===== src/hw/color_tdm_pkg.sv =====
package color_tdm_pkg;

    // sample width of the panel stream and of the dac variant
    localparam int PANEL_COLOR_W = 8;
    localparam int VGA_COLOR_W = 10;

    // one pixel is this many samples of the fast clock
    localparam int SAMPLES_PER_PIXEL = 3;

    // depth of the buffer between capture and panel side
    localparam int WORD_FIFO_DEPTH = 16;

    // own clock period and the period of the fast clock in the bench, in ns
    localparam int REF_CLK_PERIOD_NS = 10;
    localparam int FAST_CLK_PERIOD_NS = 80;
    localparam int REF_PER_FAST = FAST_CLK_PERIOD_NS / REF_CLK_PERIOD_NS;

    // reset values
    localparam logic RST_LEVEL = 1'b0;
    localparam logic RST_PANEL_CLK = 1'b0;

    // which component was captured last
    typedef enum logic [3:0] {
        ST_IDLE  = 4'h1,
        ST_BLUE  = 4'h2,
        ST_GREEN = 4'h4,
        ST_RED   = 4'h8
    } phase_t;

endpackage


===== src/hw/word_fifo.sv =====
`timescale 1ns/10ps
module word_fifo
    import color_tdm_pkg::*;
#(
    parameter int WIDTH = 3 * PANEL_COLOR_W,
    parameter int DEPTH = WORD_FIFO_DEPTH
) (
    input wire logic ref_clk,
    input wire logic nrst,
    input wire logic in_valid,
    output logic in_ready,
    input wire logic [WIDTH-1:0] in_data,
    output logic out_valid,
    input wire logic out_ready,
    output logic [WIDTH-1:0] out_data
);
    localparam int AW = $clog2(DEPTH);

    logic [WIDTH-1:0] mem [DEPTH];
    logic [AW:0] wr_ptr_reg;
    logic [AW:0] rd_ptr_reg;
    wire do_write;
    wire do_read;
    wire ptr_msb_differ;
    wire ptr_low_equal;

    assign ptr_msb_differ = wr_ptr_reg[AW] != rd_ptr_reg[AW];
    assign ptr_low_equal = wr_ptr_reg[AW-1:0] == rd_ptr_reg[AW-1:0];
    // extra pointer bit tells full from empty
    assign in_ready = !(ptr_msb_differ && ptr_low_equal);
    assign out_valid = !(!ptr_msb_differ && ptr_low_equal);
    assign do_write = in_valid && in_ready;
    assign do_read = out_valid && out_ready;
    assign out_data = mem[rd_ptr_reg[AW-1:0]];

    always_ff @(posedge ref_clk) begin
        if (do_write) begin
            mem[wr_ptr_reg[AW-1:0]] <= in_data;
        end
    end

    always_ff @(posedge ref_clk or negedge nrst) begin
        if (!nrst) begin
            wr_ptr_reg <= '0;
            rd_ptr_reg <= '0;
        end else begin
            if (do_write) begin
                wr_ptr_reg <= wr_ptr_reg + 1'b1;
            end
            if (do_read) begin
                rd_ptr_reg <= rd_ptr_reg + 1'b1;
            end
        end
    end

endmodule


===== src/hw/color_tdm_demux.sv =====
`timescale 1ns/10ps
// Overview of operation
// - each pixel is three samples of fast clock
// - samples arrive blue, then green, then red
// - any sync edge marks the blue sample
// - three components form one parallel word
// - panel clock runs at one third rate
// - dac variant uses ten bit samples
// - dac variant sync edges mark blue too
// - input bit n feeds bit n of each
module color_tdm_demux
    import color_tdm_pkg::*;
#(
    parameter int COLOR_W = PANEL_COLOR_W,
    parameter int FIFO_DEPTH = WORD_FIFO_DEPTH
) (
    input wire logic ref_clk,
    input wire logic nrst,
    input wire logic fast_pixel_clock_in,
    input wire logic pixel_phase_sync,
    input wire logic [COLOR_W-1:0] muxed_color_in,
    input wire logic panel_enable,
    output logic panel_pixel_clock,
    output logic [COLOR_W-1:0] panel_red,
    output logic [COLOR_W-1:0] panel_green,
    output logic [COLOR_W-1:0] panel_blue,
    output logic capture_ready,
    output logic overrun,
    output logic sync_error,
    output logic locked
);
    localparam int WORD_W = SAMPLES_PER_PIXEL * COLOR_W;

    // pin synchronisers: first stage feeds only the second
    logic clk_s1_reg;
    logic clk_s2_reg;
    logic clk_s3_reg;
    logic sync_s1_reg;
    logic sync_s2_reg;
    logic [COLOR_W-1:0] data_s1_reg;
    logic [COLOR_W-1:0] data_s2_reg;

    logic sync_prev_reg;
    logic sync_seen_reg;
    phase_t state_reg;
    phase_t state_next;
    logic [COLOR_W-1:0] blue_reg;
    logic [COLOR_W-1:0] green_reg;
    logic panel_clk_reg;
    logic panel_clk_next;
    logic [COLOR_W-1:0] red_out_reg;
    logic [COLOR_W-1:0] green_out_reg;
    logic [COLOR_W-1:0] blue_out_reg;
    logic overrun_reg;
    logic sync_error_reg;

    wire cap;
    wire sync_edge;
    wire push;
    wire pop;
    wire enter_blue;
    wire fifo_in_ready;
    wire fifo_out_valid;
    wire [WORD_W-1:0] fifo_in_data;
    wire [WORD_W-1:0] fifo_out_data;

    always_ff @(posedge ref_clk or negedge nrst) begin
        if (!nrst) begin
            clk_s1_reg <= RST_LEVEL;
            clk_s2_reg <= RST_LEVEL;
            clk_s3_reg <= RST_LEVEL;
            sync_s1_reg <= RST_LEVEL;
            sync_s2_reg <= RST_LEVEL;
        end else begin
            clk_s1_reg <= fast_pixel_clock_in;
            clk_s2_reg <= clk_s1_reg;
            clk_s3_reg <= clk_s2_reg;
            sync_s1_reg <= pixel_phase_sync;
            sync_s2_reg <= sync_s1_reg;
        end
    end

    always_ff @(posedge ref_clk or negedge nrst) begin
        if (!nrst) begin
            data_s1_reg <= '0;
            data_s2_reg <= '0;
        end else begin
            data_s1_reg <= muxed_color_in;
            data_s2_reg <= data_s1_reg;
        end
    end

    // sample on the falling fast edge: host launches on the rising one,
    // so mid-period sampling keeps clear of its data change
    assign cap = clk_s3_reg && !clk_s2_reg;
    // either polarity of sync change starts a pixel
    assign sync_edge = cap && sync_seen_reg && (sync_s2_reg != sync_prev_reg);

    always_ff @(posedge ref_clk or negedge nrst) begin
        if (!nrst) begin
            sync_prev_reg <= RST_LEVEL;
            sync_seen_reg <= 1'b0;
        end else if (cap) begin
            sync_prev_reg <= sync_s2_reg;
            sync_seen_reg <= 1'b1;
        end
    end

    // phase walks blue, green, red; a sync edge forces blue at any point,
    // so a partly received pixel is dropped rather than mixed
    always_comb begin
        state_next = state_reg;
        if (sync_edge) begin
            state_next = ST_BLUE;
        end else if (cap) begin
            unique case (state_reg)
                ST_IDLE: state_next = ST_IDLE;
                ST_BLUE: state_next = ST_GREEN;
                ST_GREEN: state_next = ST_RED;
                ST_RED: state_next = ST_BLUE;
                default: state_next = ST_IDLE;
            endcase
        end
    end

    always_ff @(posedge ref_clk or negedge nrst) begin
        if (!nrst) begin
            state_reg <= ST_IDLE;
        end else begin
            state_reg <= state_next;
        end
    end

    // one input lane per bit position feeds the same bit of each colour
    always_ff @(posedge ref_clk or negedge nrst) begin
        if (!nrst) begin
            blue_reg <= '0;
            green_reg <= '0;
        end else begin
            if (cap && state_next == ST_BLUE) begin
                blue_reg <= data_s2_reg;
            end
            if (cap && state_next == ST_GREEN) begin
                green_reg <= data_s2_reg;
            end
        end
    end

    // red is not stored apart; it joins the word in its own capture cycle
    assign push = cap && state_reg == ST_GREEN && !sync_edge;
    assign fifo_in_data = {data_s2_reg, green_reg, blue_reg};

    word_fifo #(
        .WIDTH(WORD_W),
        .DEPTH(FIFO_DEPTH)
    ) u_word_fifo (
        .ref_clk(ref_clk),
        .nrst(nrst),
        .in_valid(push),
        .in_ready(fifo_in_ready),
        .in_data(fifo_in_data),
        .out_valid(fifo_out_valid),
        .out_ready(pop),
        .out_data(fifo_out_data)
    );

    // panel side: a word leaves at each blue capture, while the panel
    // clock is low; holding panel_enable low lets the buffer fill
    assign enter_blue = cap && state_next == ST_BLUE;
    assign pop = enter_blue && panel_enable && fifo_out_valid;

    always_ff @(posedge ref_clk or negedge nrst) begin
        if (!nrst) begin
            red_out_reg <= '0;
            green_out_reg <= '0;
            blue_out_reg <= '0;
        end else if (pop) begin
            red_out_reg <= fifo_out_data[3*COLOR_W-1:2*COLOR_W];
            green_out_reg <= fifo_out_data[2*COLOR_W-1:COLOR_W];
            blue_out_reg <= fifo_out_data[COLOR_W-1:0];
        end
    end

    // low for the blue third, high for green and red: one period per pixel
    always_comb begin
        panel_clk_next = panel_clk_reg;
        if (cap) begin
            panel_clk_next = (state_next == ST_GREEN) || (state_next == ST_RED);
        end
    end

    always_ff @(posedge ref_clk or negedge nrst) begin
        if (!nrst) begin
            panel_clk_reg <= RST_PANEL_CLK;
        end else begin
            panel_clk_reg <= panel_clk_next;
        end
    end

    // sticky flags; only reset clears them, so no clear race exists
    always_ff @(posedge ref_clk or negedge nrst) begin
        if (!nrst) begin
            overrun_reg <= 1'b0;
            sync_error_reg <= 1'b0;
        end else begin
            if (push && !fifo_in_ready) begin
                overrun_reg <= 1'b1;
            end
            if (sync_edge && state_reg != ST_RED && state_reg != ST_IDLE) begin
                sync_error_reg <= 1'b1;
            end
        end
    end

    assign panel_pixel_clock = panel_clk_reg;
    assign panel_red = red_out_reg;
    assign panel_green = green_out_reg;
    assign panel_blue = blue_out_reg;
    assign capture_ready = fifo_in_ready;
    assign overrun = overrun_reg;
    assign sync_error = sync_error_reg;
    assign locked = state_reg != ST_IDLE;
endmodule


===== config.mk =====
export PLATFORM = sky130hd
export DESIGN_NAME = color_tdm_demux
export DESIGN_NICKNAME = d
export VERILOG_FILES = /design/src/hw/color_tdm_pkg.sv /design/src/hw/word_fifo.sv /design/src/hw/color_tdm_demux.sv
export SDC_FILE = /design/constraint.sdc
export NUM_CORES = 1
export LEC_CHECK = 0
export BUFFER_PORTS_ARGS = -buffer_cell sky130_fd_sc_hd__buf_2
export CORE_MARGIN = 2
export CORE_UTILIZATION = 45
export CTS_BUF_LIST = sky130_fd_sc_hd__clkbuf_16
export DETAILED_ROUTE_END_ITERATION = 12
export GPL_ROUTABILITY_DRIVEN = 0
export GPL_TIMING_DRIVEN = 0
export PLACE_DENSITY_LB_ADDON = 0.05
export SLEW_MARGIN = 20
export SYNTH_ARGS = -nofsm -noshare
export SYNTH_HDL_FRONTEND = slang
export SYNTH_SLANG_ARGS = --single-unit
export TNS_END_PERCENT = 100

===== constraint.sdc =====
create_clock -name ref_clk -period 10.1 [get_ports ref_clk]
set_input_delay 1.01 -clock ref_clk [delete_from_list [all_inputs] [get_ports ref_clk]]
set_output_delay 1.01 -clock ref_clk [all_outputs]
set_load 0.02 [all_outputs]

==> reports/results.txt, run 1 <==
The flow ran to the end, and the final reports show no timing, DRC or antenna violations. The worst-case IR drop observed on VDD is 0.000137 V. The switching part of the total works out to 28.4%. By area the synthesized netlist is led by sky130_fd_sc_hd__edfxtp_1 66%, sky130_fd_sc_hd__mux4_2 12%, sky130_fd_sc_hd__dfrtp_1 11%, sky130_fd_sc_hd__a22oi_1 2.1%, sky130_fd_sc_hd__mux2_2 1.1%.

For this run, asynchronously set or reset flops after synthesis account for 17.2%. The tools report the count of hold buffers inserted by post-cts repair as 0. The tools report the synthesized cell area as 17400 um2. The biggest fanout along the worst timing path is 9, and the final total negative setup slack is 0 ns.

Entering global routing, the biggest net connects 54 pins. The highest layer touched by signal routing is met4. The setup-violating endpoint count in the final report was 0. The endpoint arrival time on the critical path was 2.14 ns; the total wirelength of the detailed-routed design was 38800 um.

The simple-gate portion of the synthesized area works out to 1.89%. The type of the worst setup path is reg2out. After layout, the worst path uses 31.2% of the clock period. The launching element type of the critical path was a flop. The library cell used most frequently in the layout, excluding fill and tap cells, is sky130_fd_sc_hd__edfxtp_1. Summed over its instances, the top area cell type makes up 66.3% of the synthesized netlist area. Timing would allow up to 0.317 GHz. The analysis attributes to cell leakage a power of 7.10 nW.

For the reported max-cap violation count, the log shows 0. The biggest area contributor in the post-synthesis netlist is sky130_fd_sc_hd__edfxtp_1. The number of core rows is 72. The pre-antenna-repair detailed-routing pass consisted of 5 iterations. The reg-to-reg setup timing slack is 7.09 ns. In this run the tool buffered the top-level ports with 41 buffer cells. The top cell types in the final layout, fill and taps aside, are 384 x sky130_fd_sc_hd__edfxtp_1, 96 x sky130_fd_sc_hd__mux4_2, 79 x sky130_fd_sc_hd__dfrtp_1. By area, the combinational part of the netlist is dominated by multiplexers. Routed wire length per instance: 26.1 um.

The layout has 3057 filler cells. After detailed routing, the number of remaining DRC violations is 0. Sequential cells account for 45.4% of the total power. After clock tree synthesis, the repair step resized 0 gates. For the routed length on met1, the log shows 17200 um. TritonCTS built the clock tree. The number of different library cells used by synthesis comes to 39. After Yosys synthesis, XOR and XNOR cells account for 0.798% of the synthesized area. The run gives 0 as the hold violation total from the final report. The post-synthesis mux area share is 13.5%, and the internal power is 0.00389 W. Number of pins with negative max-slew slack in the final report: 0.

The run gives 0 as the diode insertion count for antenna repair. Measured on the finished design, the core utilization comes to 53.0%. The run gives 9172 as the via count of the first global-routing pass. Relative to the synthesized area, the layout overhead comes to 16.9%. Summing the areas of all compound-gate instances in the mapped netlist gives 4.41% of the synthesized area. The worst path required time is 9.09 ns, and the first-pass GRT wire length is 58000 um. The run gives 38400 um2 as the total core area. Setup repair after global routing left no endpoint under its margin. At the pin with the least slew margin, the transition time is 1.01 ns.

Kind of capture point of the worst setup path: a primary output. For this run, the post-layout net count is 942. The net count after synthesis is 831, and the logic gate share of total power is 21.6%.

For this design the total switching power over the nets is 0.00154 W. The die boundary width came out at 201 um. The synthesized design contains 384 enable-type register cells.

The leading register cell type out of synthesis is sky130_fd_sc_hd__edfxtp_1. The fraction of power consumed by the clock network is 33.0%. For this design, the sink count on the clock tree is 464. The clock transition time at the flip-flop clock pins of the worst setup and hold paths is 0.06 ns. The post-route netlist has 29.5% of its cells at a drive strength greater than 1. Summing the areas of all fa, ha and maj instances in the mapped netlist gives 0.360% of the synthesized area. In this run the remaining antenna-violating nets after routing total 0.

In the detailed route, the total length drawn on met2 is 18900 um. The clock buffer count from CTS is 49. The clock passes through at most 3 buffers. Dividing the detail-routed via count by the number of cells gives 5.62.

Synthesis produced a netlist whose cell count is 813. Once the clock tree was built, the setup fixing pass inserted 0 buffers. The number of antenna violations at the first check in global routing is 0, and the starting DRC count in detailed routing is 620. The via total after detailed routing was 8336.

After synthesis, the mean cell area works out to 21.4 um2. Pin placement for this block handled 42 I/O pins. Measured along the y axis, the die boundary spans 201 um. Yosys printed 0 warnings.

For this configuration, the core starts out at a cell density of 45.3%. The leftover overflow at the end of global routing came out at 0. Global routing used 19.8% of the available tracks. CTS H-tree depth: 2. The clock reaches the later pin of the worst-skew pair after 0.58 ns.

The flip-flop count of the largest register after layout is 384. For this design the ratio of total power to cell area is 267 nW/um2. The die covers 40200 um2. In this run the worst hold path is classified as reg2reg. Wire segments on met3 add up to 1600 um in the final route.

Sequential elements use 77.8% of the synthesized area. The tools report the master cell of the clock root buffer as sky130_fd_sc_hd__clkbuf_16. The half-perimeter wire length of the detailed placement result was 25000 um; the worst-case headroom to the max-slew limit was 32.8%.

The synthesized design contains 464 register bits. For the final database, setup skew stands at 0.0164 ns. For the finished layout, the period the worst path requires is 3.15 ns.
-- cell usage after synthesis (all sizes together) (6+ instances only) --
| master | count |
|---|---|
| nor2 | 8 |
| a21o | 25 |
| a22oi | 48 |
| edfxtp | 384 |
| clkbuf | 22 |
| xor2 | 11 |
| nand2 | 12 |
| buf | 22 |
| and3 | 16 |
| a21oi | 26 |
| mux2 | 17 |
| mux4 | 96 |
| dfrtp | 79 |
| nor2b | 6 |
-- power groups by stage --
stage | sequential [W] | combinational [W] | clock, W
after global placement | 0.00248 | 0.00118 | 0
after global routing | 0.00249 | 0.00127 | 0.00190
after floorplan | 0.00250 | 0.000779 | 0
final | 0.00246 | 0.00117 | 0.00179
after detailed placement | 0.00250 | 0.00120 | 0
after CTS | 0.00246 | 0.00120 | 0.00183
-- through the flow --
stage | std cells | cell area [um2] | hold WS [ns] | total power [W] | setup slack [ns]
2_1_floorplan | 813 | 17400 | 0.331 | 0.00328 | 6.37
3_3_place_gp | 1372 | 18200 | 0.332 | 0.00367 | 4.16
4_1_cts | 1483 | 20300 | 0.350 | 0.00549 | 6.91
6_report | 1483 | 20300 | 0.348 | 0.00543 | 6.95
3_5_place_dp | 1391 | 18700 | 0.336 | 0.00370 | 7.11
5_1_grt | 1483 | 20300 | 0.360 | 0.00565 | 6.82
-- layer usage --
layer | up-vias | global-route usage [%]
met3 | 69 | 2.78
li1 | 3572 | -
met5 | - | 0
met4 | 0 | 7.28
met2 | 218 | 31.9
met1 | 4477 | 28.0
-- cells by family (layout without fill, tap and decap cells) --
group	after synthesis	after routing
AOI/OAI and AO/OA	110	110
xor gates and xnor gates	15	15
adders and majority gates	5	5
buffers and inverters	49	201
DFF	464	464
muxes	113	113
and+or+nand+nor	57	57
-- cell type report --
type                       instances  area (um2)  area share, %
inverter                           5        18.8         0.0923
clock inverter                    41         339           1.67
clock buffer                      51        1280           6.28
multi-input combinational        300        3670           18.1
timing repair buffer              60         654           3.22
buffer                            44         191          0.941
sequential                       464       13500           66.6
tap                              518         648           3.19
-- worst paths after layout --
check,endpoint,cells past startpoint,from
max in group asynchronous,state_reg[0]$_DFF_PN1_,2,nrst
setup reg to reg,panel_red[2]$_DFFE_PN0P_,7,u_word_fifo.rd_ptr_reg[1]$_DFFE_PN0P_
min in group asynchronous,data_s2_reg[5]$_DFF_PN0_,1,nrst
setup / recovery,capture_ready,5,u_word_fifo.rd_ptr_reg[1]$_DFFE_PN0P_
hold / removal,data_s2_reg[7]$_DFF_PN0_,0,data_s1_reg[7]$_DFF_PN0_
hold reg to reg,data_s2_reg[7]$_DFF_PN0_,0,data_s1_reg[7]$_DFF_PN0_
-- worst max-delay path: stages (launching register included) --
cell and delay, ns:
sky130_fd_sc_hd__dfrtp_1 0.37, sky130_fd_sc_hd__buf_2 0.23, sky130_fd_sc_hd__xor2_1 0.19, sky130_fd_sc_hd__nor4_2 0.45, sky130_fd_sc_hd__nand2_1 0.13, sky130_fd_sc_hd__buf_2 0.18
No activity file was read; power rests on OpenSTA's default activity.
==> inputs of run 2 (changes only) <==
- clock period: 10.1 -> 2.9 ns (I/O delays scaled with it)
==> run 2 against run 1 <==
  * Sequential share of layout area up 0.062 points
  * Cell area about the same
  * Register-to-register slack worse by 6.9 ns
  * Clock-buffer cell count fell by 1
  * Combinational power rose to 3.5 times the previous value
  * Sequential cell count unchanged
  * Largest power group unchanged
  * Highest routed layer unchanged
==> reports/results.txt, run 2 (synthesis gave the netlist of run 1 again) <==
The flow ran to the end, and the final reports show no timing, DRC or antenna violations. The total core area was 38400 um2 (unchanged). The area enclosed by the die boundary was 40200 um2 (unchanged); the slew of the pin with the lowest slew margin was 1.01 ns (about the same). The total leakage power was 7.06 nW (was 7.10 nW). For the total routing resource utilization after global routing, the log shows 19.8% (about the same). Most common cell after layout, fill and taps aside: sky130_fd_sc_hd__edfxtp_1 (unchanged). For the number of pins with negative max-slew slack in the final report, the log shows 0 (unchanged). The logs give 0.000482 V (was 0.000137 V) for the worst supply voltage drop on vdd and 72 (unchanged) for the number of core rows.

The initial cell density of the core was 45.3% (unchanged); the number of primary I/O pins was 42 (unchanged). The endpoint arrival time on the critical path was 3.01 ns (was 2.14 ns). The tools report the diode insertion count for antenna repair as 0 (unchanged). The worst-case headroom to the max-slew limit is 32.6% (was 32.8%).

The number of buffers added on ports came out at 41 (unchanged). The number of vias per cell after detailed routing is 5.62 (about the same), and the via count of the first global-routing pass is 9022 (was 9172). The die boundary width is 201 um (unchanged), and the half-perimeter wire length of the detailed placement result is 25100 um (was 25000 um). The reported max-cap violation count came out at 0 (unchanged).

The multi-input logic area came out at 3680 um2 (was 3670 um2). The first-pass GRT wire length is 57800 um (was 58000 um), and the final net count is 949 (was 942). The number of inserted filler cells in the final layout is 3065 (was 3057). The worst hold path class is in2async (was reg2reg). The vertical die dimension is 201 um (unchanged). Master cell of the clock root buffer: sky130_fd_sc_hd__clkbuf_16 (unchanged). The tools report the starting DRC count in detailed routing as 595 (was 620).

The hold violation total from the final report is 0 (unchanged), and the ratio of cells with drive above 1 in the final layout is 28.6% (was 29.5%). Via total after detailed routing: 8345 (was 8336). The biggest fanout along the worst timing path was 14 (was 9). The launching element type of the critical path was a flop (unchanged). Leftover overflow at the end of global routing: 0 (unchanged). The routed wire length per instance came out at 26.1 um (about the same). Synthesis-to-layout area growth: 16.8% (was 16.9%).

Most used cells in the layout excluding fill and tap cells: 384 x sky130_fd_sc_hd__edfxtp_1, 96 x sky130_fd_sc_hd__mux4_2, 79 x sky130_fd_sc_hd__dfrtp_1 (unchanged). Subtracting the final worst setup slack from the clock period gives 2.75 ns. TritonCTS built the clock tree.

The pin count of the biggest net entering global routing is 57 (was 54). The tools report the clock buffer count from CTS as 47 (was 49). The logs give 38700 um (was 38800 um) for the total wirelength of the detailed-routed design and 464 (unchanged) for the clock net sink count. The flip-flop count of the largest register after layout was 384 (unchanged). The CTS H-tree depth was 2 (unchanged); the area taken by flip-flops and latches was 13500 um2 (unchanged). Highest clock frequency the design can meet: 0.364 GHz. Setup repair after global routing left no endpoint under its margin. The total power divided by cell area was 908 nW/um2 (was 267 nW/um2); the count of TritonRoute iterations in the first routing pass was 5 (unchanged). The worst path required time is 3.16 ns (was 9.09 ns). The run gives 0 (unchanged) as the number of nets with antenna violations after detailed routing.

Setup-violating endpoint count in the final report: 0 (unchanged). The logs give 0.56 ns (was 0.58 ns) for the insertion delay of the later-clocked pin in the worst-skew pair and 0 (unchanged) for the DRC violations left. The clock transition time at the flip-flop clock pins of the worst setup and hold paths works out to 0.06 ns (about the same). The tools report the number of antenna violations at the first check in global routing as 0 (unchanged). The worst path uses 94.7% of the clock period.

For the final hold slack, the log shows 0.156 ns (was 0.348 ns). The total power came out at 0.0185 W (was 0.00543 W). The type of the worst setup path was reg2reg (was reg2out).

The clock skew came out at 0.0119 ns (was 0.0164 ns). The kind of capture point of the worst setup path is a flop (was a primary output). The number of buffers on the longest clock path was 3 (unchanged).
run 2: cell count changes in the layout (fill, tap and decap cells not counted), sizes merged:
| cell | previous run | this run |
|---|---|---|
| dlygate4sd3 | 0 | 11 |
| inv | 21 | 14 |
| buf | 82 | 77 |
| clkinv | 18 | 23 |
| bufinv | 6 | 3 |
| clkbuf | 73 | 75 |
| clkinvlp | 1 | 0 |
run 2: layout make-up:
type | instances | area share, %
clock buffer | 50 | 6.16
inverter | 5 | 0.0924
buffer | 44 | 0.985
sequential | 464 | 66.6
tap | 518 | 3.19
clock inverter | 35 | 1.10
multi-input combinational | 300 | 18.1
timing repair buffer | 69 | 3.74
run 2: routing by layer:
metal	vias up	track usage, %	routed length, um
met4	0	6.08	813
met3	44	3.34	1680
li1	3599	-	-
met2	194	32.2	19200
met5	-	0	0
met1	4508	27.7	17100
run 2: final timing paths:
path / from / slack (ns) / end / depth (start not counted)
min: nrst / 0.16 / data_s1_reg[0]$_DFF_PN0_ / 2
max reg2reg: clk_s2_reg$_DFF_PN0_ / 0.15 / u_word_fifo.mem[2][11]$_DFFE_PP_ / 6
min in group ref_clk: data_s1_reg[5]$_DFF_PN0_ / 0.35 / data_s2_reg[5]$_DFF_PN0_ / 0
min reg2reg: data_s1_reg[5]$_DFF_PN0_ / 0.35 / data_s2_reg[5]$_DFF_PN0_ / 0
max: clk_s2_reg$_DFF_PN0_ / 0.15 / u_word_fifo.mem[2][11]$_DFFE_PP_ / 6
max in group asynchronous: nrst / 2.11 / state_reg[0]$_DFF_PN1_ / 3
run 2: critical path: stages (launching register included):
cell,delay [ns]
sky130_fd_sc_hd__dfrtp_1,0.41
sky130_fd_sc_hd__or4b_4,0.56
sky130_fd_sc_hd__a311o_1,0.39
sky130_fd_sc_hd__a21oi_2,0.13
sky130_fd_sc_hd__buf_2,0.20
sky130_fd_sc_hd__and3_2,0.50
sky130_fd_sc_hd__buf_16,0.23
run 2: repair_timing:
item	4_1_cts	5_1_grt
gates cloned	0	0
buffers inserted	0	0
endpoints found under the setup margin	18	7
hold endpoints to repair	89	0
pin swaps	0	0
hold buffers	11	0
gates resized for setup	2	3
run 2: where the power goes:
part           leakage [nW]  internal (W)  switching [W]
Clock                 0.761       0.00335        0.00241
Combinational          1.86       0.00186        0.00227
Sequential             4.44       0.00798       0.000574
Total                  7.06        0.0132        0.00525
run 2: through the flow:
step	TNS (ns)	cell area [um2]	setup WS, ns	util, %	cells
6_report	0	20300	0.153	52.9	1485
3_5_place_dp	-1.99	18700	-0.191	48.8	1389
4_1_cts	0	20300	0.107	52.9	1485
2_1_floorplan	0	17400	0.236	-	813
3_3_place_gp	-168.53	18300	-0.603	47.6	1372
5_1_grt	0	20300	0.0433	52.9	1485
==> inputs of run 3 (changes only) <==
- CORE_UTILIZATION: 45 -> 56
- PLACE_DENSITY: default -> 0.82
- PLACE_DENSITY_LB_ADDON: 0.05 -> default
==> run 3 against run 2 <==
  * Combinational power is 1% higher
  * Register-to-register slack worse by 0.08 ns
  * Via count rose by 5.8%
  * Sequential share of layout area rose by 1.6 points
  * Non-clock buffer count down 6
  * Largest power group unchanged
==> reports/results.txt, run 3 (synthesis gave the netlist of run 1 again) <==
The flow ran to the end, and the final reports show no timing, DRC or antenna violations. The run gives 2 (unchanged) as the CTS H-tree depth. The time the final worst path needs with I/O delays and setup came out at 2.82 ns (was 2.75 ns).

The initial cell density of the core is 56.9% (was 45.3%). The final hold slack came out at 0.304 ns (was 0.156 ns). The master of the slowest instance on the critical path was sky130_fd_sc_hd__and3_2 (was sky130_fd_sc_hd__or4b_4).

The slew of the pin with the lowest slew margin is 0.953 ns (was 1.01 ns). The worst hold path class was in2async (unchanged). For the starting DRC count in detailed routing, the log shows 1123 (was 595). The logs give 2.99 ns (was 3.01 ns) for the endpoint arrival time on the critical path and 464 (unchanged) for the clock net sink count. The pin count of the biggest net entering global routing was 49 (was 57).

The share of the clock period used by the worst path is 97.3% (was 94.7%). The gate family responsible for the most delay along the worst path was simple AND/OR/NAND/NOR gates (unchanged). The run gives 57500 um (was 57800 um) as the first-pass GRT wire length. The clock buffer count from CTS is 46 (was 47). For the number of buffers on the longest clock path, the log shows 3 (unchanged). The switching part of the total was 29.0% (was 28.5%); the ratio of cells with drive above 1 in the final layout was 27.5% (was 28.6%). The clock skew came out at 0.0232 ns (was 0.0119 ns). The switching power of the nets was 0.00527 W (was 0.00525 W). The buffer and inverter count on the worst path works out to 1 (was 2).

Kind of capture point of the worst setup path: a flop (unchanged). The run gives 0 (unchanged) as the number of nets with antenna violations after detailed routing. Worst supply voltage drop on vdd: 0.000828 V (was 0.000482 V). The number of core rows was 64 (was 72); the count of TritonRoute iterations in the first routing pass was 5 (unchanged). The vertical die dimension was 180 um (was 201 um). Type of the worst setup path: reg2reg (unchanged).

The launching element type of the critical path is a flop (unchanged). The peak per-stage delay on the critical path came out at 0.73 ns (was 0.56 ns). Most common cell after layout, fill and taps aside: sky130_fd_sc_hd__edfxtp_1 (unchanged). The logs give 3.06 ns (was 3.16 ns) for the worst path required time and -0.135 ns (was -0.191 ns) for the setup slack at placement. The logs give 8825 (was 8345) for the via total after detailed routing and 0.0129 W (was 0.0132 W) for the internal power.

The number of antenna violations at the first check in global routing was 0 (unchanged). The logs give 0 (unchanged) for the leftover overflow at the end of global routing and 0 (unchanged) for the hold violation total from the final report. The minimum setup slack in the final design is 0.0769 ns (was 0.153 ns). The worst-case headroom to the max-slew limit came out at 36.5% (was 32.6%). Setup repair after global routing could not meet its margin everywhere.

The via count of the first global-routing pass was 9178 (was 9022); the number of pins with negative max-slew slack in the final report was 0 (unchanged). The number of vias per cell after detailed routing works out to 6.50 (was 5.62). Cell breakdown of the critical path: or4b_4 > a311o_1 > a21oi_2 > buf_2 > and3_2 (was or4b_4 > a311o_1 > a21oi_2 > buf_2 > and3_2 > buf_16). The biggest fanout along the worst timing path came out at 24 (was 14). The routed wire length per instance is 28.4 um (was 26.1 um), and the total wirelength of the detailed-routed design is 38600 um (was 38700 um). The area enclosed by the die boundary is 32500 um2 (was 40200 um2). DRC violations left: 0 (unchanged).

The total power was 0.0182 W (was 0.0185 W); the setup-violating endpoint count in the final report was 0 (unchanged). The number of primary I/O pins is 42 (unchanged). Flip-flop count of the largest register after layout: 384 (unchanged). Die boundary width: 180 um (was 201 um). The tools report the master cell of the clock root buffer as sky130_fd_sc_hd__clkbuf_16 (unchanged). The tools report the fraction of power consumed by the clock network as 29.8% (was 31.2%).

TritonCTS built the clock tree. The share of total power in sequential cells is 47.3% (was 46.4%), and the insertion delay of the later-clocked pin in the worst-skew pair is 0.55 ns (was 0.56 ns). The highest clock frequency the design can meet is 0.354 GHz (was 0.364 GHz).

Final net count: 942 (was 949). Most used cells in the layout excluding fill and tap cells: 384 x sky130_fd_sc_hd__edfxtp_1, 96 x sky130_fd_sc_hd__mux4_2, 79 x sky130_fd_sc_hd__dfrtp_1 (unchanged). The logs give 30600 um2 (was 38400 um2) for the total core area and 24.1% (was 19.8%) for the total routing resource utilization after global routing. The total power divided by cell area is 916 nW/um2 (was 908 nW/um2), and the half-perimeter wire length of the detailed placement result is 21700 um (was 25100 um).

Total leakage power: 6.95 nW (was 7.06 nW). The number of buffers added on ports works out to 41 (unchanged). The synthesis-to-layout area growth was 14.0% (was 16.8%). The diode insertion count for antenna repair came out at 0 (unchanged).

The clock transition time at the flip-flop clock pins of the worst setup and hold paths was 0.06 ns (about the same). Reported max-cap violation count: 0 (unchanged). The logic gate share of total power is 22.9% (was 22.4%).
[run 3: final cells by class]
| cell class | count | area, um2 |
|---|---|---|
| Tap cell | 396 | 495 |
| Multi-Input combinational cell | 300 | 3690 |
| Sequential cell | 464 | 13500 |
| Inverter | 5 | 18.8 |
| Timing Repair Buffer | 63 | 527 |
| Clock buffer | 46 | 1150 |
| Fill cell | 1954 | 10800 |
| Clock inverter | 39 | 225 |
| Buffer | 44 | 194 |
[run 3: stage by stage]
| step | instances | cell area [um2] | utilization, % | TNS (ns) |
|---|---|---|---|---|
| after floorplan | 813 | 17400 | - | 0 |
| after global placement | 1250 | 18100 | 59.2 | -139.66 |
| after detailed placement | 1260 | 18300 | 59.9 | -1.45 |
| after CTS | 1357 | 19800 | 64.8 | 0 |
| after global routing | 1357 | 19800 | 64.8 | -3.94 |
| final | 1357 | 19800 | 64.8 | 0 |
[run 3: timing repair]
action / 4_1_cts / 5_1_grt
hold endpoints to repair: 56 / 0
hold buffers: 11 / 0
endpoints found under the setup margin: 29 / 128
pin swaps: 1 / 0
resized for setup: 2 / 2
setup buffers: 1 / 0
gates cloned: 0 / 0
[run 3: final timing paths]
kind / from / endpoint / slack [ns] / depth (start not counted)
worst min-delay path: nrst / data_s2_reg[0]$_DFF_PN0_ / 0.30 / 2
worst max register to register: clk_s2_reg$_DFF_PN0_ / u_word_fifo.mem[6][0]$_DFFE_PP_ / 0.08 / 5
worst max-delay path: clk_s2_reg$_DFF_PN0_ / u_word_fifo.mem[6][0]$_DFFE_PP_ / 0.08 / 5
max in group asynchronous: nrst / panel_green[1]$_DFFE_PN0P_ / 1.93 / 3
min in group ref_clk: data_s1_reg[6]$_DFF_PN0_ / data_s2_reg[6]$_DFF_PN0_ / 0.35 / 0
worst min register to register: data_s1_reg[6]$_DFF_PN0_ / data_s2_reg[6]$_DFF_PN0_ / 0.35 / 0
[run 3: power groups by stage]
stage	Combinational (W)	Clock, W	Sequential, W
after detailed placement	0.00406	0	0.00871
after global routing	0.00440	0.00572	0.00867
after floorplan	0.00271	0	0.00869
after global placement	0.00394	0	0.00864
final	0.00417	0.00541	0.00859
after CTS	0.00416	0.00545	0.00858
[run 3: layer usage]
layer	track usage, %	part of all wire, %	up-vias
met3	5.36	9.4	99
met4	9.03	3.7	0
met1	32.8	38	4611
li1	-	-	3575
met2	38.9	49	540
met5	0	0	-
